==> config.mk <==
export PLATFORM = sky130hd
export DESIGN_NAME = tsf_flags
export DESIGN_NICKNAME = d
export VERILOG_FILES = /design/src/verilog/tsf_pkg.sv /design/src/verilog/tsf_flags.sv /design/src/verilog/tsf_trig_edge.sv /design/src/verilog/tsf_chan_flags.sv
export SDC_FILE = /design/constraint.sdc
export NUM_CORES = 1
export LEC_CHECK = 0
export BUFFER_PORTS_ARGS = -buffer_cell sky130_fd_sc_hd__buf_2
export CAP_MARGIN = 20
export CORE_ASPECT_RATIO = 1.2
export CORE_UTILIZATION = 40
export DETAILED_ROUTE_END_ITERATION = 10
export PLACE_DENSITY = 0.67
export SKIP_LAST_GASP = 1
export SYNTH_ARGS = -nofsm -noshare
export SYNTH_HDL_FRONTEND = slang
export SYNTH_HIERARCHICAL = 1
export SYNTH_SLANG_ARGS = --single-unit
==> constraint.sdc <==
create_clock -name SYS_CLK -period 1.4 [get_ports SYS_CLK]
set_clock_uncertainty 0.1 [all_clocks]
set_input_delay 0.35 -clock SYS_CLK [delete_from_list [all_inputs] [get_ports SYS_CLK]]
set_output_delay 0.35 -clock SYS_CLK [all_outputs]
set_load 0.05 [all_outputs]
==> src/verilog/tsf_pkg.sv <==
// Shared constants of the timer status flag block
`default_nettype none

package tsf_pkg;

   // ==================================================
   // Bus geometry
   localparam int TSF_ADDR_W = 8;
   localparam int TSF_DATA_W = 16;
   localparam int TSF_NCHAN  = 2;

   // ==================================================
   // Register offsets (byte addresses)
   localparam logic [7:0] OFS_STATUS = 8'h00;
   localparam logic [7:0] OFS_MASK   = 8'h04;
   localparam logic [7:0] OFS_CTRL   = 8'h08;
   localparam logic [7:0] OFS_EVGEN  = 8'h0C;

   // ==================================================
   // Status / mask field positions
   localparam int BIT_UPD  = 0;
   localparam int BIT_CH1  = 1;
   localparam int BIT_TRG  = 6;
   localparam int BIT_OVC1 = 9;
   localparam logic [15:0] FLAG_MASK  = 16'h0647;
   localparam logic [15:0] STATUS_RST = 16'h0000;
   localparam logic [15:0] MASK_RST   = 16'h0000;

   // ==================================================
   // Control register fields
   localparam int CTL_UPDATE_DISABLE   = 0;
   localparam int CTL_URS    = 1;
   localparam int CTL_SLV_LO = 2;
   localparam int CTL_POL    = 5;
   localparam int CTL_CH_IN  = 6;
   localparam int CTL_CENTER = 8;
   localparam logic [15:0] CTRL_MASK = 16'h01FF;
   localparam logic [15:0] CTRL_RST  = 16'h0000;

   // ==================================================
   // Event generation fields
   localparam int EVG_UG = 0;
   localparam int EVG_TG = 6;

   // Slave mode encodings
   typedef enum logic [2:0] {
      SLV_OFF     = 3'b000,
      SLV_RESET   = 3'b100,
      SLV_GATED   = 3'b101,
      SLV_TRIGGER = 3'b110,
      SLV_EXTCLK  = 3'b111
   } tsf_slave_e;

endpackage : tsf_pkg

`default_nettype wire

==> src/verilog/tsf_flags.sv <==
// Timer status flags: update, trigger, channel and over-capture
//
// Added by the designer: the strobed register port and the register offsets.
`default_nettype none
`timescale 1ns/1ps

// Function
// - The channel 1 over-capture flag is only set while channel 1 captures inputs.
// - A capture into register 1 while the channel 1 event flag is set sets over-capture.
// - Software writing zero to the over-capture bit clears it until the next over-capture.
// - Channel 2 has its own over-capture flag at bit 10, working as channel 1's.
// - The trigger flag at bit 6 is set by each trigger event and held until cleared.
// - A trigger event is the valid edge of the trigger input, or either edge in gated mode.
// - In output mode a compare match sets the channel 1 flag at bit 1, not when centre-aligned.
// - In input mode a capture into register 1 sets the channel 1 event flag.
// - In input mode the channel 1 flag clears by software or by reading capture register 1.
// - Channel 2 has an event flag at bit 2, set and cleared like channel 1's.
// - The update flag at bit 0 is set by each update event but a reinit while the request source is set, and held until cleared.
// - With updates enabled, a repetition counter over- or underflow sets the update flag.
// - With update disable and request source both zero, generate or reinit sets the flag.
// - With both zero, a counter reinit caused by a trigger event sets the update flag.
// - The trigger interrupt is raised only while the trigger flag and its enable are set.
// - Writing one to the trigger generate bit makes a trigger event.
module tsf_flags
   import tsf_pkg::*;
#(
   parameter int ADDR_W = TSF_ADDR_W,  // Register address width
   parameter int DATA_W = TSF_DATA_W,  // Register data width
   parameter int NCHAN  = TSF_NCHAN    // Compare/capture channels
) (
   input  wire logic              SYS_CLK,        // Kernel clock, 125 MHz
   input  wire logic              RESET,          // Async reset, high
   input  wire logic              CLK_EN,         // Freezes all state when low
   // Register port
   input  wire logic [ADDR_W-1:0] REG_ADDR,       // Byte address
   input  wire logic [DATA_W-1:0] REG_WDATA,      // Write data
   input  wire logic              REG_WR,         // Write strobe
   input  wire logic              REG_RD,         // Read strobe
   output logic      [DATA_W-1:0] REG_RDATA,      // Read data, next cycle
   // Counter side events
   input  wire logic              REP_OVF_UNF,    // Repetition counter wrap
   input  wire logic              SW_REINIT,      // Software counter reinit
   input  wire logic              TRIGGER_INPUT,  // Selected trigger input
   input  wire logic [NCHAN-1:0]  CH_MATCH,       // Counter equals compare
   input  wire logic [NCHAN-1:0]  CH_CAPTURE,     // Capture event taken
   input  wire logic [NCHAN-1:0]  CH_CAP_READ,    // Capture register read
   // Event and interrupt outputs
   output logic                   UPDATE_EVT,     // Update event pulse
   output logic                   COUNTER_REINIT, // Counter reinit pulse
   output logic                   TRIGGER_EVT,    // Trigger event pulse
   output logic                   IRQ             // Interrupt, level
);

   // ==================================================
   // Address decode

   // Whole-word match of a register offset
   function automatic logic addr_hit(
      input logic [ADDR_W-1:0] addr,
      input logic [7:0]        ofs
   );
      addr_hit = (addr == ADDR_W'(ofs));
   endfunction : addr_hit

   logic wr_status;
   logic wr_mask;
   logic wr_ctrl;
   logic wr_evgen;
   logic rd_status;
   logic rd_mask;
   logic rd_ctrl;

   // Write and read selects per register
   assign wr_status = REG_WR & addr_hit(REG_ADDR, OFS_STATUS);
   assign wr_mask   = REG_WR & addr_hit(REG_ADDR, OFS_MASK);
   assign wr_ctrl   = REG_WR & addr_hit(REG_ADDR, OFS_CTRL);
   assign wr_evgen  = REG_WR & addr_hit(REG_ADDR, OFS_EVGEN);
   assign rd_status = addr_hit(REG_ADDR, OFS_STATUS);
   assign rd_mask   = addr_hit(REG_ADDR, OFS_MASK);
   assign rd_ctrl   = addr_hit(REG_ADDR, OFS_CTRL);

   // ==================================================
   // Control and mask registers

   logic [15:0] ctrl_reg;
   logic [15:0] mask_reg;
   logic [15:0] ctrl_next;
   logic [15:0] mask_next;

   // Only defined bits are kept, the rest stay zero
   assign ctrl_next = wr_ctrl ? (REG_WDATA[15:0] & CTRL_MASK) : ctrl_reg;
   assign mask_next = wr_mask ? (REG_WDATA[15:0] & FLAG_MASK) : mask_reg;

   // Software settings
   always_ff @(posedge SYS_CLK or posedge RESET) begin
      if (RESET) begin
         ctrl_reg <= CTRL_RST;
         mask_reg <= MASK_RST;
      end else if (CLK_EN) begin
         ctrl_reg <= ctrl_next;
         mask_reg <= mask_next;
      end
   end

   // ==================================================
   // Control fields

   logic             update_disable;
   logic             update_request_source;
   logic [2:0]       slave_mode;
   logic             trig_fall_sel;
   logic [NCHAN-1:0] chan_input_mode;
   logic             center_aligned;

   assign update_disable        = ctrl_reg[CTL_UPDATE_DISABLE];
   assign update_request_source = ctrl_reg[CTL_URS];
   assign slave_mode            = ctrl_reg[CTL_SLV_LO +: 3];
   assign trig_fall_sel         = ctrl_reg[CTL_POL];
   assign chan_input_mode       = ctrl_reg[CTL_CH_IN +: NCHAN];
   assign center_aligned        = ctrl_reg[CTL_CENTER];

   // ==================================================
   // Software event generation

   logic update_generate;
   logic trigger_generate;

   // One-cycle pulses; the register itself holds nothing
   assign update_generate  = wr_evgen & REG_WDATA[EVG_UG];
   assign trigger_generate = wr_evgen & REG_WDATA[EVG_TG];

   // ==================================================
   // Trigger events

   logic hw_trig;
   logic trig_evt;
   logic trig_reinit;

   tsf_trig_edge u_trig_edge (
      .clk        (SYS_CLK),
      .rst        (RESET),
      .ce         (CLK_EN),
      .trig_in    (TRIGGER_INPUT),
      .slave_mode (slave_mode),
      .fall_sel   (trig_fall_sel),
      .trig_evt   (hw_trig)
   );

   // Input edge or software generate
   assign trig_evt = hw_trig | trigger_generate;
   // Reset mode restarts the counter on each trigger
   assign trig_reinit = trig_evt & (slave_mode == SLV_RESET);

   // ==================================================
   // Update events

   logic upd_any;
   logic upd_evt;
   logic upd_flag_set;
   logic reinit_src;

   // Sources that reinitialise the counter
   assign reinit_src = update_generate | SW_REINIT | trig_reinit;
   // Generate still reinits the counter while updates are disabled
   assign upd_any = REP_OVF_UNF | reinit_src;
   assign upd_evt = ~update_disable & upd_any;
   // Request source set limits the flag to counter wraps only
   assign upd_flag_set = ~update_disable & (REP_OVF_UNF
                       | (~update_request_source & reinit_src));

   // ==================================================
   // Status flag clears

   logic [15:0] clr_bits;

   // A zero written to a flag bit clears it; ones are ignored
   assign clr_bits = wr_status ? (FLAG_MASK & ~REG_WDATA[15:0]) : 16'h0000;

   // ==================================================
   // Update and trigger flags

   logic upd_flag_reg;
   logic trg_flag_reg;
   logic upd_flag_next;
   logic trg_flag_next;

   // Set beats a clear written in the same cycle
   assign upd_flag_next = upd_flag_set | (upd_flag_reg & ~clr_bits[BIT_UPD]);
   assign trg_flag_next = trig_evt | (trg_flag_reg & ~clr_bits[BIT_TRG]);

   // Sticky flags
   always_ff @(posedge SYS_CLK or posedge RESET) begin
      if (RESET) begin
         upd_flag_reg <= 1'b0;
         trg_flag_reg <= 1'b0;
      end else if (CLK_EN) begin
         upd_flag_reg <= upd_flag_next;
         trg_flag_reg <= trg_flag_next;
      end
   end

   // ==================================================
   // Channel flags

   logic [NCHAN-1:0] chan_evt_flag;
   logic [NCHAN-1:0] chan_ovc_flag;

   // One flag pair per channel, bits 1.. and 9..
   for (genvar i = 0; i < NCHAN; i++) begin : g_chan
      tsf_chan_flags u_chan (
         .clk        (SYS_CLK),
         .rst        (RESET),
         .ce         (CLK_EN),
         .input_mode (chan_input_mode[i]),
         .center     (center_aligned),
         .match      (CH_MATCH[i]),
         .capture    (CH_CAPTURE[i]),
         .cap_read   (CH_CAP_READ[i]),
         .clr_evt    (clr_bits[BIT_CH1 + i]),
         .clr_ovc    (clr_bits[BIT_OVC1 + i]),
         .evt_flag   (chan_evt_flag[i]),
         .ovc_flag   (chan_ovc_flag[i])
      );
   end

   // ==================================================
   // Status word

   logic [15:0] status_word;

   // Reserved positions are tied to zero
   always_comb begin
      status_word                         = STATUS_RST;
      status_word[BIT_UPD]                = upd_flag_reg;
      status_word[BIT_TRG]                = trg_flag_reg;
      status_word[BIT_CH1 +: NCHAN]       = chan_evt_flag;
      status_word[BIT_OVC1 +: NCHAN]      = chan_ovc_flag;
   end

   // ==================================================
   // Interrupt

   logic [15:0] irq_pending;
   logic        irq_next;

   // Each flag only reaches the line through its own enable
   assign irq_pending = status_word & mask_reg;
   assign irq_next    = |irq_pending;

   // ==================================================
   // Read data

   logic [15:0]       rd_word;
   logic [DATA_W-1:0] rdata_next;

   // Event generation and unmapped addresses read zero
   assign rd_word = rd_status ? status_word
                  : rd_mask   ? mask_reg
                  : rd_ctrl   ? ctrl_reg
                  : 16'h0000;
   // Data stand only in the cycle after the strobe
   assign rdata_next = REG_RD ? DATA_W'(rd_word) : '0;

   // ==================================================
   // Output registers

   // Pulses lag their cause by one cycle, like the flags
   always_ff @(posedge SYS_CLK or posedge RESET) begin
      if (RESET) begin
         REG_RDATA      <= '0;
         UPDATE_EVT     <= 1'b0;
         COUNTER_REINIT <= 1'b0;
         TRIGGER_EVT    <= 1'b0;
         IRQ            <= 1'b0;
      end else if (CLK_EN) begin
         REG_RDATA      <= rdata_next;
         UPDATE_EVT     <= upd_evt;
         COUNTER_REINIT <= update_generate | trig_reinit;
         TRIGGER_EVT    <= trig_evt;
         IRQ            <= irq_next;
      end
   end

endmodule : tsf_flags

`default_nettype wire

==> src/verilog/tsf_trig_edge.sv <==
// Trigger input edge detector for the timer status flag block
`default_nettype none
`timescale 1ns/1ps

module tsf_trig_edge
   import tsf_pkg::*;
(
   input  wire logic       clk,        // Kernel clock
   input  wire logic       rst,        // Async reset, high
   input  wire logic       ce,         // Clock enable
   input  wire logic       trig_in,    // Trigger input level
   input  wire logic [2:0] slave_mode, // Slave mode select
   input  wire logic       fall_sel,   // Valid edge is falling
   output logic            trig_evt    // Trigger edge seen
);

   logic prev_reg;
   logic rise;
   logic fall;
   logic gated;

   // Edge terms against the previous sample
   assign rise  = trig_in & ~prev_reg;
   assign fall  = ~trig_in & prev_reg;
   assign gated = (slave_mode == SLV_GATED);
   // Gated mode counts both edges, others only the valid one
   assign trig_evt = gated ? (rise | fall) : (fall_sel ? fall : rise);

   // Previous sample, frozen with the clock enable
   always_ff @(posedge clk or posedge rst) begin
      if (rst) begin
         prev_reg <= 1'b0;
      end else if (ce) begin
         prev_reg <= trig_in;
      end
   end

endmodule : tsf_trig_edge

`default_nettype wire

==> src/verilog/tsf_chan_flags.sv <==
// Event and over-capture flags of one compare/capture channel
`default_nettype none
`timescale 1ns/1ps

module tsf_chan_flags (
   input  wire logic clk,        // Kernel clock
   input  wire logic rst,        // Async reset, high
   input  wire logic ce,         // Clock enable
   input  wire logic input_mode, // Channel is capture input
   input  wire logic center,     // Centre-aligned counting
   input  wire logic match,      // Counter equals compare value
   input  wire logic capture,    // Capture copied into register
   input  wire logic cap_read,   // Capture register read
   input  wire logic clr_evt,    // Software clear of event flag
   input  wire logic clr_ovc,    // Software clear of over-capture
   output logic      evt_flag,   // Channel event flag
   output logic      ovc_flag    // Over-capture flag
);

   logic set_evt;
   logic kill_evt;
   logic set_ovc;
   logic evt_next;
   logic ovc_next;

   // Set sources by direction
   assign set_evt = input_mode ? capture : (match & ~center);
   // Capture register read clears only in input mode
   assign kill_evt = clr_evt | (input_mode & cap_read);
   // New capture on a still-pending event is an over-capture
   assign set_ovc = input_mode & capture & evt_flag;
   // Set beats a clear landing in the same cycle
   assign evt_next = set_evt | (evt_flag & ~kill_evt);
   assign ovc_next = set_ovc | (ovc_flag & ~clr_ovc);

   // Flag storage
   always_ff @(posedge clk or posedge rst) begin
      if (rst) begin
         evt_flag <= 1'b0;
         ovc_flag <= 1'b0;
      end else if (ce) begin
         evt_flag <= evt_next;
         ovc_flag <= ovc_next;
      end
   end

endmodule : tsf_chan_flags

`default_nettype wire

### Word-level counts from Yosys, hierarchy flattened

Cells that the tools add are included.

| word-level totals | value |
|---|---|
| bits in registers | 42 |
| output and inout port bits | 20 |
| logic and storage cells | 86 |

| cells by class | value |
|---|---|
| equal/unequal tests | 5 |
| multiplexer cells | 9 |
| bitwise gates (word level) | 54 |
| reduce and logical (&&, ||, !) cells | 4 |

Operator list:

| operator | count |
|---|---|
| 11-bit 2-to-1 mux | 4 |
| 1-bit bitwise AND | 26 |
| 8-bit by 4-bit == test with 1-bit output (second input constant) | 2 |
| 16-bit OR reduction | 1 |
| 1-bit OR | 15 |
| 11-bit bitwise AND | 1 |
| 1-bit inverter | 11 |
| 11-bit inverter | 1 |
| 9-bit 2-to-1 mux | 1 |
| 8-bit by 3-bit == test with 1-bit output (second input constant) | 1 |
| 8-bit logical NOT | 1 |
| 3-bit == test (second input constant) | 2 |
| 1-bit 2-to-1 mux | 4 |
| 2-bit AND reduction | 2 |

### Longest topological paths before layout

Gate-level depths: netlist of the first run.

| depth | value |
|---|---|
| depth in word-level cells | 11 |
| depth in mapped cells | 8 |
| mapped depth without buffers | 7 |

### Hierarchy

Netlist of the first run, hierarchy kept.

Modules (own cells, without submodules):

| module | times used | cells an instance | area an instance (sq um) | seq. area each (sq um) |
|---|---|---|---|---|
| tsf_flags | 1 | 140 | 1567.8 | 800.8 |
| tsf_chan_flags | 2 | 13 | 107.6 | 50.0 |
| tsf_trig_edge | 1 | 11 | 110.1 | 25.0 |

### Worst setup path after synthesis of the first run

Ideal clock, no wire load.

| path | value |
|---|---|
| kind | input -> register |
| start point | input REG_ADDR[1] |
| end point | register ctrl_reg[0] |
| setup time | 125 ps |
| arrival | 1579 ps |
| data required time | 1175 ps |
| setup slack | -404 ps |
| stages | 4 |
| path through | or4_4 -> nor3_4 -> nand4_4 -> mux2_2 |

| between the ends | value |
|---|---|
| cells in the longest elaborated chain, start to end | 3 |

Ends and longest elaborated chain:

| element | RTL line | RTL |
|---|---|---|
| start, declared | tsf_flags.sv:35 | `input wire logic [ADDR_W-1:0] REG_ADDR,` |
| 8-bit by 4-bit == test with 1-bit output | tsf_flags.sv:62 | `addr_hit = (addr == ADDR_W'(ofs));` |
| 1-bit bitwise AND | tsf_flags.sv:76 | `assign wr_ctrl = REG_WR & addr_hit(REG_ADDR, OFS_CTRL);` |
| 2-bit AND reduction (no line) | -- |  |
| end signal, assigned | tsf_flags.sv:100 | `ctrl_reg <= ctrl_next;` |
| end, declared | tsf_flags.sv:85 | `logic [15:0] ctrl_reg;` |

Every way passes these cells.
A chain may end at the register's enable or synchronous reset.

### Worst setup path after layout of the first run

| path | value |
|---|---|
| start point | input REG_ADDR[4] |
| end point | register ctrl_reg[4] |

Same word-level chain as after synthesis.

==> out/qor.txt, run 1 <==
Synth cell types - 40
Global-route usage over all layers - 0.2121
Setup CP Type - input pin to flop
Cell area after synthesis - 1893 sq um
Slew Limit Fails - 0
Worst reg2reg setup slack - -0.15 ns
FMAX - 596.3 MHz
Ys flop type - dfrtp_1
Largest net degree at the start of global routing - 20
Rows - 27
MaxCap Viol Count - 0
Area contributors post-synth - dfrtp_1 (49%), mux2_2 (8.9%), mux2i_1 (4.2%)
Worst-Skew Late Latency - 0.29 ns
Die Wd - 64.80 um
Outcome - finished, violations left
Tmin final - 1.677 ns
Largest register FFs - 11
Worst setup path startpoint - REG_ADDR[4]
Final setup viols - 31
First-pass DRT Iterations - 4
Post-synth top area share - 0.4891
Commonest non-fill, non-tap cell in the layout - buf_2
Vias in the first global route - 1624
Share of post-route cells with drive strength above 1 - 0.4767
Post-synth ARST share - 1.000
Final WS setup - -0.2770 ns
Fin cells - 316
Final wirelength - 4.759 mm
CTS Buf Count - 5
Die Span Y - 77.36 um
Worst r2r src - u_trig_edge/prev_reg$_DFFE_PP0P_
Fin. Hold Viols - 0
Placed cells - 304
DR iter-0 viols - 44
Post-Synthesis Cells - 177
TritonCTS clock tree - built
Arrival @ worst endpoint - 1.76 ns
Met2 WL - 2.350 mm
Initial core utilization - 0.4151
Ports - 58
Antenna violations before repair - 0
Reg2reg end - trg_flag_reg$_DFFE_PP0P_
Yosys reg bits - 37
RSZ-0062 raised after global routing - yes
Synth-to-layout area growth - 43.03%
Core box area - 4561 sq um
Routed via count - 1636
WP data required - 1.48 ns
Met3 wire length - 213 um
Fin nets - 297
Crit share post-route - 1.198
Hold Path Class - input pin to flop
VDD IR max - 0.7581 mV
Syn Area/Cell - 10.70 sq um
CTS max path bufs - 2
Final Hold Slack - 0.1865 ns
Syn. warnings - 6
Post-DP HPWL - 3.517 mm
Power per standard cell area - 907.6 nW/um^2
Clk sinks - 37
H-tree Lvls - 2
LEAKAGE - 0.001337 uW
Failing checks - negative setup slack
Setup TNS - -6.671 ns
CP max FO - 5
Fillers - 405
Post-synth EDFFs - 0
Top sig layer - met4
Cell taking the most area after synthesis - dfrtp_1
ANT cells - 0
Final Core Density - 0.5937
Vias per Instance - 5.177
R2r worst-path depth - 6
Gpl congestion - 0.7616
Seq/Total Area, Yosys - 0.4891
Clk slew on worst S/H paths - 0.08 ns
First-pass GRT wire length - 7.824 mm
CP endpoint - ctrl_reg[4]$_DFFE_PP0P_
Antenna Nets Post-Route - 0
Most frequent cells in the layout - buf_2 (41), dfrtp_1 (37), buf_4 (25)
Root Buffer - clkbuf_8
CP Launch Type - input pin
DIE AREA - 5013 sq um
Gr ovfl total - 0
Routed len/inst - 15.06 um
M1 wire length - 2.124 mm
DRC viols - 0
CP endpoint kind - flop
Buffers on Ports - 47
## critical path: stages
cell and delay [ns]:
buf_6 0.09, or4_4 0.55, nor3_4 0.16, buf_12 0.16, nand4_4 0.13, mux2_2 0.31
## how the worst min path moves through the flow
stage | slack [ns] | from | depth (start not counted) | to
2_1_floorplan | -0.02 | RESET | 1 | u_trig_edge/prev_reg$_DFFE_PP0P_
3_3_place_gp | 0.14 | RESET | 2 | u_trig_edge/prev_reg$_DFFE_PP0P_
3_5_place_dp | 0.14 | RESET | 2 | u_trig_edge/prev_reg$_DFFE_PP0P_
4_1_cts | 0.18 | REG_WDATA[5] | 2 | ctrl_reg[5]$_DFFE_PP0P_
5_1_grt | 0.18 | REG_WDATA[5] | 2 | ctrl_reg[5]$_DFFE_PP0P_
6_report | 0.19 | REG_WDATA[5] | 2 | ctrl_reg[5]$_DFFE_PP0P_
## per-layer routing
| metal | vias up | global-route usage |
|---|---|---|
| li1 | 789 | - |
| met1 | 794 | 0.2759 |
| met2 | 48 | 0.3385 |
| met3 | 5 | 0.05441 |
| met4 | 0 | 0.07333 |
| met5 | - | 0 |
## cells in the mapped netlist, drive strengths merged (2+ instances only)
library cell,n
o2bb2ai,6
a22o,5
nand3,6
a41oi,2
nor3b,2
mux2i,8
dfrtp,37
nor2,14
buf,7
nand2,11
nand4b,2
a21oi,8
clkbuf,2
nand4,4
a22oi,3
nor4,2
and3,2
o21ai,12
nor3,2
mux2,15
inv,13
ha,2
## timing repair
action | in CTS | in global routing
setup buffers | 3 | 2
hold buffers | 1 | 0
gates resized for setup | 17 | 13
endpoints found under the setup margin | 31 | 34
cloned | 1 | 0
endpoints found under the hold margin | 10 | 0
pin swaps | 8 | 7
## logic make-up (layout without fill, tap and decap cells)
logic type	count (synthesis)	after routing	share of synthesized area
fa+ha+maj	2	2	0.01322
buf+inv	23	99	0.05618
other cells	1	5	0.001981
mux	23	23	0.1315
compound gates	39	39	0.1368
simple gates	52	53	0.1712
flops	37	37	0.4891
## per-stage QoR
step | total power (uW) | area [sq um] | setup slack, ns
after floorplan | 1360 | 1956 | -0.4003
after global placement | 1514 | 2425 | -0.6217
after detailed placement | 1522 | 2425 | -0.6497
after CTS | 2466 | 2666 | -0.3037
after global routing | 2558 | 2708 | -0.3138
final | 2457 | 2708 | -0.2770
## final cells by class
cell class / instances / area (sq um) / area share
Clock buffer: 6 / 72.57 / 0.02680
Multi-Input combinational cell: 122 / 1023 / 0.3780
Tap cell: 58 / 72.57 / 0.02680
Sequential cell: 37 / 925.9 / 0.3420
Clock inverter: 2 / 38.79 / 0.01433
Inverter: 14 / 52.55 / 0.01941
Timing Repair Buffer: 77 / 521.8 / 0.1927
## report_power, final
group          switching [uW]  internal, uW  total, uW
Sequential               32.5          1110       1140
Clock                     391           535        926
Combinational             233           161        394
Note: power is estimated with default switching activity, not from simulation.
==> run 2, diff against run 1 <==
--- a/config.mk
+++ b/config.mk
@@ -8,9 +8,9 @@
 export BUFFER_PORTS_ARGS = -buffer_cell sky130_fd_sc_hd__buf_2
 export CAP_MARGIN = 20
 export CORE_ASPECT_RATIO = 1.2
-export CORE_UTILIZATION = 40
+export CORE_UTILIZATION = 46
 export DETAILED_ROUTE_END_ITERATION = 10
-export PLACE_DENSITY = 0.67
+export PLACE_DENSITY = 0.76
 export SKIP_LAST_GASP = 1
 export SYNTH_ARGS = -nofsm -noshare
 export SYNTH_HDL_FRONTEND = slang
==> run 2 against run 1 <==
Net effect:
- the flow still finishes with violations (negative setup slack)
- combinational power up 1%
- first-iteration DRC count increased by 27%
- register-to-register slack worse by 0.07 ns
- die area shrank 13%
- critical path depth unchanged
- sequential cell count unchanged
- final area is 0.83% lower
- maximum frequency shrank 0.85%
- count of clock-buffer cells in the layout grew 1
- sequential share of layout area increased by 0.29 points
- cell count decreased by 1.3%
- worst setup slack lost 0.014 ns
- critical endpoint unchanged
==> out/qor.txt, run 2 (synthesis gave the netlist of run 1 again) <==
Outcome - finished, violations left
Failing checks - negative setup slack
MaxCap Viol Count - 0
FMAX - 591.2 MHz
Worst-Skew Late Latency - 0.29 ns
Commonest non-fill, non-tap cell in the layout - buf_2
Root Buffer - clkbuf_8
CP endpoint kind - flop
CTS Buf Count - 5
Antenna Nets Post-Route - 0
Buffers on Ports - 47
Gpl congestion - 0.8426
R2r worst-path depth - 5
H-tree Lvls - 2
DR iter-0 viols - 56
First-pass GRT wire length - 7.914 mm
Final Core Density - 0.6813
CP Launch Type - input pin
Arrival @ worst endpoint - 1.77 ns
ANT cells - 0
Largest net degree at the start of global routing - 23
Post-DP HPWL - 3.397 mm
DRC viols - 0
Slew Limit Fails - 0
Most frequent cells in the layout - buf_2 (45), dfrtp_1 (37), buf_4 (23)
WP data required - 1.47 ns
DIE AREA - 4377 sq um
Crit share post-route - 1.208
Core box area - 3941 sq um
Vias in the first global route - 1678
Antenna violations before repair - 0
Hold Path Class - input pin to flop
Initial core utilization - 0.4803
VDD IR max - 0.8354 mV
Final setup viols - 31
Final Hold Slack - 0.1916 ns
CTS max path bufs - 2
Routed len/inst - 15.98 um
Worst reg2reg setup slack - -0.22 ns
Final Total Pwr - 2282 uW
Power per standard cell area - 849.7 nW/um^2
Final WS setup - -0.2914 ns
Fin. Hold Viols - 0
Share of post-route cells with drive strength above 1 - 0.4806
CP max FO - 5
Worst setup path startpoint - REG_ADDR[4]
Gr ovfl total - 0
TritonCTS clock tree - built
Reg2reg end - UPDATE_EVT$_DFFE_PP0P_
Die Wd - 60.56 um
Final wirelength - 4.986 mm
Routed via count - 1683
Tmin final - 1.691 ns
LEAKAGE - 0.001343 uW
Clk slew on worst S/H paths - 0.07 ns
Pre-CTS WS - -0.7071 ns
CP endpoint - ctrl_reg[4]$_DFFE_PP0P_
Global-route usage over all layers - 0.2502
Fin nets - 298
Clk sinks - 37
Synth-to-layout area growth - 41.84%
RSZ-0062 raised after global routing - yes
Rows - 25
Worst r2r src - u_trig_edge/prev_reg$_DFFE_PP0P_
Final instance area - 2685 sq um
Ports - 58
Largest register FFs - 11
Vias per Instance - 5.394
Setup CP Type - input pin to flop
Die Span Y - 72.28 um
Dpl cell area - 2377 sq um
First-pass DRT Iterations - 4
==> run 2: layout make-up <==
class / count / area, sq um
Multi-Input combinational cell: 122 / 1022
Sequential cell: 37 / 925.9
Timing Repair Buffer: 78 / 530.5
Tap cell: 54 / 67.56
Inverter: 14 / 52.55
Clock buffer: 7 / 86.33
Fill cell: 335 / 1256
==> run 2: worst min path at each step <==
| stage | depth (start not counted) | to | startpoint |
|---|---|---|---|
| final | 2 | ctrl_reg[5]$_DFFE_PP0P_ | REG_WDATA[5] |
| after global routing | 2 | ctrl_reg[3]$_DFFE_PP0P_ | REG_WDATA[3] |
| after CTS | 2 | ctrl_reg[5]$_DFFE_PP0P_ | REG_WDATA[5] |
| after detailed placement | 2 | u_trig_edge/prev_reg$_DFFE_PP0P_ | RESET |
| after global placement | 2 | u_trig_edge/prev_reg$_DFFE_PP0P_ | RESET |
| after floorplan | 1 | u_trig_edge/prev_reg$_DFFE_PP0P_ | RESET |
==> run 2: repair_timing <==
action                                  CTS  global route
endpoints found under the setup margin   31            31
gates resized for setup                  20            11
pin swaps                                13            10
setup buffers                             4             4
hold endpoints to repair                 15             0
hold buffers                              1             0
cloned                                    1             0
==> run 2: worst max-delay path, stage by stage <==
cell and delay, ns:
buf_8 0.10, or4_4 0.55, nor3_4 0.17, buf_12 0.16, nand4_4 0.13, mux2_2 0.31
==> run 2: power by group <==
group | total (uW) | internal (uW) | switching (uW)
Clock | 742 | 390 | 352
Combinational | 398 | 162 | 236
Sequential | 1140 | 1110 | 34.8
==> run 2: stage by stage <==
step,instances,setup TNS (ns)
3_3_place_gp,296,-17.03
3_5_place_dp,296,-17.88
2_1_floorplan,181,-8.775
5_1_grt,312,-8.335
4_1_cts,309,-8.420
6_report,312,-7.105
==> run 2: per-layer routing <==
| layer | vias to the layer above | share of wire | GRT usage |
|---|---|---|---|
| met4 | 0 | 0.020 | 0.08081 |
| met5 | - | 0 | 0 |
| li1 | 794 | - | - |
| met3 | 8 | 0.049 | 0.05348 |
| met1 | 826 | 0.40 | 0.3034 |
| met2 | 55 | 0.53 | 0.4347 |
==> run 3, diff against run 2 <==
--- a/config.mk
+++ b/config.mk
@@ -10,9 +10,8 @@
 export CORE_ASPECT_RATIO = 1.2
 export CORE_UTILIZATION = 46
 export DETAILED_ROUTE_END_ITERATION = 10
-export PLACE_DENSITY = 0.76
+export PLACE_DENSITY = 0.83
 export SKIP_LAST_GASP = 1
 export SYNTH_ARGS = -nofsm -noshare
 export SYNTH_HDL_FRONTEND = slang
-export SYNTH_HIERARCHICAL = 1
 export SYNTH_SLANG_ARGS = --single-unit
==> constraint.sdc (replaced) <==
create_clock -name SYS_CLK -period 1.5 [get_ports SYS_CLK]
set_clock_uncertainty 0.1 [all_clocks]
set_input_delay 0.375 -clock SYS_CLK [delete_from_list [all_inputs] [get_ports SYS_CLK]]
set_output_delay 0.375 -clock SYS_CLK [all_outputs]
set_load 0.05 [all_outputs]
==> run 3 against run 2 <==
Net effect:
- the flow still finishes with violations (negative setup slack)
- via count down 8.2%
- first-iteration DRC count down 1.8%
- sequential cell count unchanged
- clock power down 9.0%
- register-to-register slack better by 0.23 ns
- critical path depth down 1
- total power down 10%
- non-clock buffer count down 15
- area after synthesis down 0.86%
- synthesized cell count down 9.0%
- worst setup slack better by 0.27 ns
- sequential share of layout area up 3.5 points
- critical path type unchanged
- largest cell class unchanged
- highest routed layer unchanged
==> out/qor.txt, run 3 <==
DRC viols - 0
Post-DP HPWL - 3.232 mm
Routed via count - 1545
Outcome - finished, violations left
Final Total Pwr - 2052 uW
Yosys reg bits - 37
CP Cell Sequence - buf_6 > nor4_4 > and3_4 > and3_4 > mux2_4
Crit-path slowest cell - mux2_4
Antenna Nets Post-Route - 0
Root Buffer - clkbuf_8
GRT busiest layer - met2
Fin cells - 280
CTS Buf Count - 5
Ports - 58
First-pass DRT Iterations - 5
CTS hold repair buffers - 0
TritonCTS clock tree - built
Largest register FFs - 11
ANT cells - 0
Max stage delay on crit path - 0.32 ns
Crit-path most repeated cell - and3_4
Power per standard cell area - 842.6 nW/um^2
Share of post-route cells with drive strength above 1 - 0.4558
Clk sinks - 37
Crit share post-route - 1.011
DIE AREA - 4341 sq um
Area of the multi-input gates - 928.4 sq um
Gpl congestion - 0.8114
Setup CP Type - input pin to flop
CP max FO - 5
Gr ovfl total - 0
Hold Path Class - input pin to asynchronous set/reset pin
Synth cell types - 37
CP endpoint kind - flop
Met2 GRT Util - 0.3871
Cell taking the most area after synthesis - dfrtp_1
Post-Synthesis Cells - 161
Final Core Density - 0.6227
Crit path buf inv count - 1
Top-count cell post-synth - dfrtp_1
CP Launch Type - input pin
First-pass GRT wire length - 7.265 mm
Placed cells - 270
Most frequent cells in the layout - buf_2 (45), dfrtp_1 (37), buf_4 (14)
Fillers - 332
VDD IR max - 0.5614 mV
Post-synth top area share - 0.4933
CTS max path bufs - 2
LEAKAGE - 0.001187 uW
Initial core utilization - 0.4800
Antenna violations before repair - 0
Syn Area/Cell - 11.66 sq um
Slew Limit Fails - 0
RSZ-0062 raised after global routing - yes
DR iter-0 viols - 55
Syn. warnings - 0
Reg2reg end - upd_flag_reg$_DFFE_PP0P_
Post-synth ARST share - 1.000
Failing checks - negative setup slack
Arrival @ worst endpoint - 1.59 ns
Routed len/inst - 16.30 um
Synth-to-layout area growth - 29.73%
R2r worst-path depth - 4
WP data required - 1.57 ns
Vias in the first global route - 1515
Rows - 25
Final setup viols - 8
Final wirelength - 4.565 mm
Global-route usage over all layers - 0.2313
Die Wd - 60.31 um
Die Span Y - 71.97 um
Vias per Instance - 5.518
GRT met1 Usage - 0.2923
Largest net degree at the start of global routing - 38
Met3 global-route usage - 0.04635
Post-synth EDFFs - 0
Worst r2r src - ctrl_reg[2]$_DFFE_PP0P_
Commonest non-fill, non-tap cell in the layout - buf_2
Final WS setup - -0.01645 ns
Clk slew on worst S/H paths - 0.07 ns
Worst-Skew Late Latency - 0.29 ns
MaxCap Viol Count - 0
Core box area - 3910 sq um
Seq/Total Area, Yosys - 0.4933
Area contributors post-synth - dfrtp_1 (49%), mux2_4 (7.2%), mux2i_1 (4.3%)
FF+latch area - 925.9 sq um
FMAX - 659.4 MHz
Buffers on Ports - 47
Worst reg2reg setup slack - 0.01 ns
H-tree Lvls - 2
Fin nets - 265
Ys flop type - dfrtp_1
Cell area after synthesis - 1877 sq um
Post-synth top cells - dfrtp_1 (37), o21ai_0 (11), inv_1 (9), mux2_4 (9)
CP delay by family, top - simple AND/OR/NAND/NOR gates
Fin. Hold Viols - 0
Tmin final - 1.516 ns
## run 3: cell type report
type,instances,share of cell area
Sequential cell,37,0.3803
Clock inverter,3,0.007194
Tap cell,54,0.02775
Multi-Input combinational cell,109,0.3813
Clock buffer,5,0.02826
Timing Repair Buffer,63,0.1614
Inverter,9,0.01387
## run 3: worst register-to-register path: stages (launching register included)
cell and delay [ns]:
dfrtp_1 0.39, or3b_4 0.43, o21ai_4 0.21, a211oi_2 0.10, o221ai_1 0.19
## run 3: timing repair
action	in CTS	in global routing
endpoints found under the setup margin	22	27
cloned	1	0
resized for setup	9	10
pin swaps	4	11
setup buffers	1	0
## run 3: stage by stage
stage	TNS, ns	area [sq um]	hold slack [ns]	setup slack, ns
6_report	-0.04494	2435	0.02594	-0.01645
5_1_grt	-0.9970	2435	0.06344	-0.07195
4_1_cts	-0.01931	2387	0.02871	-0.009909
3_5_place_dp	-9.285	2253	0.3346	-0.4264
3_3_place_gp	-8.762	2253	0.3386	-0.3982
2_1_floorplan	-2.810	1892	0.3883	-0.2625
## run 3: logic make-up (layout without fill, tap and decap cells)
family	count (synthesis)	in the layout	synth area share
adder cells (fa/ha/maj)	2	2	0.01333
other	1	5	0.001998
multiplexers	23	23	0.1507
flip-flops	37	37	0.4933
AO/OA/AOI/OAI	39	39	0.1500
AND/OR/NAND/NOR	39	40	0.1307
buffers and inverters	20	80	0.06000
## run 3: per-layer routing
| layer | vias to the layer above | part of all wire |
|---|---|---|
| li1 | 719 | - |
| met1 | 757 | 0.42 |
| met2 | 62 | 0.51 |
| met3 | 7 | 0.052 |
| met4 | 0 | 0.015 |
| met5 | - | 0 |
## run 3: worst max path at each step
stage,startpoint,endpoint,slack (ns),cells after the start
floorplan,REG_ADDR[7],ctrl_reg[0]$_DFFE_PP0P_,-0.26,5
global placement,REG_ADDR[7],ctrl_reg[5]$_DFFE_PP0P_,-0.40,5
detailed placement,REG_ADDR[7],ctrl_reg[4]$_DFFE_PP0P_,-0.43,5
CTS,REG_ADDR[0],ctrl_reg[4]$_DFFE_PP0P_,-0.01,5
global route,REG_ADDR[6],ctrl_reg[2]$_DFFE_PP0P_,-0.07,5
finish,REG_ADDR[6],ctrl_reg[4]$_DFFE_PP0P_,-0.02,5
## run 3: power by group
group | switching, uW | internal [uW] | total [uW]
Clock | 354 | 320 | 675
Sequential | 23.6 | 1030 | 1050
Combinational | 195 | 129 | 323
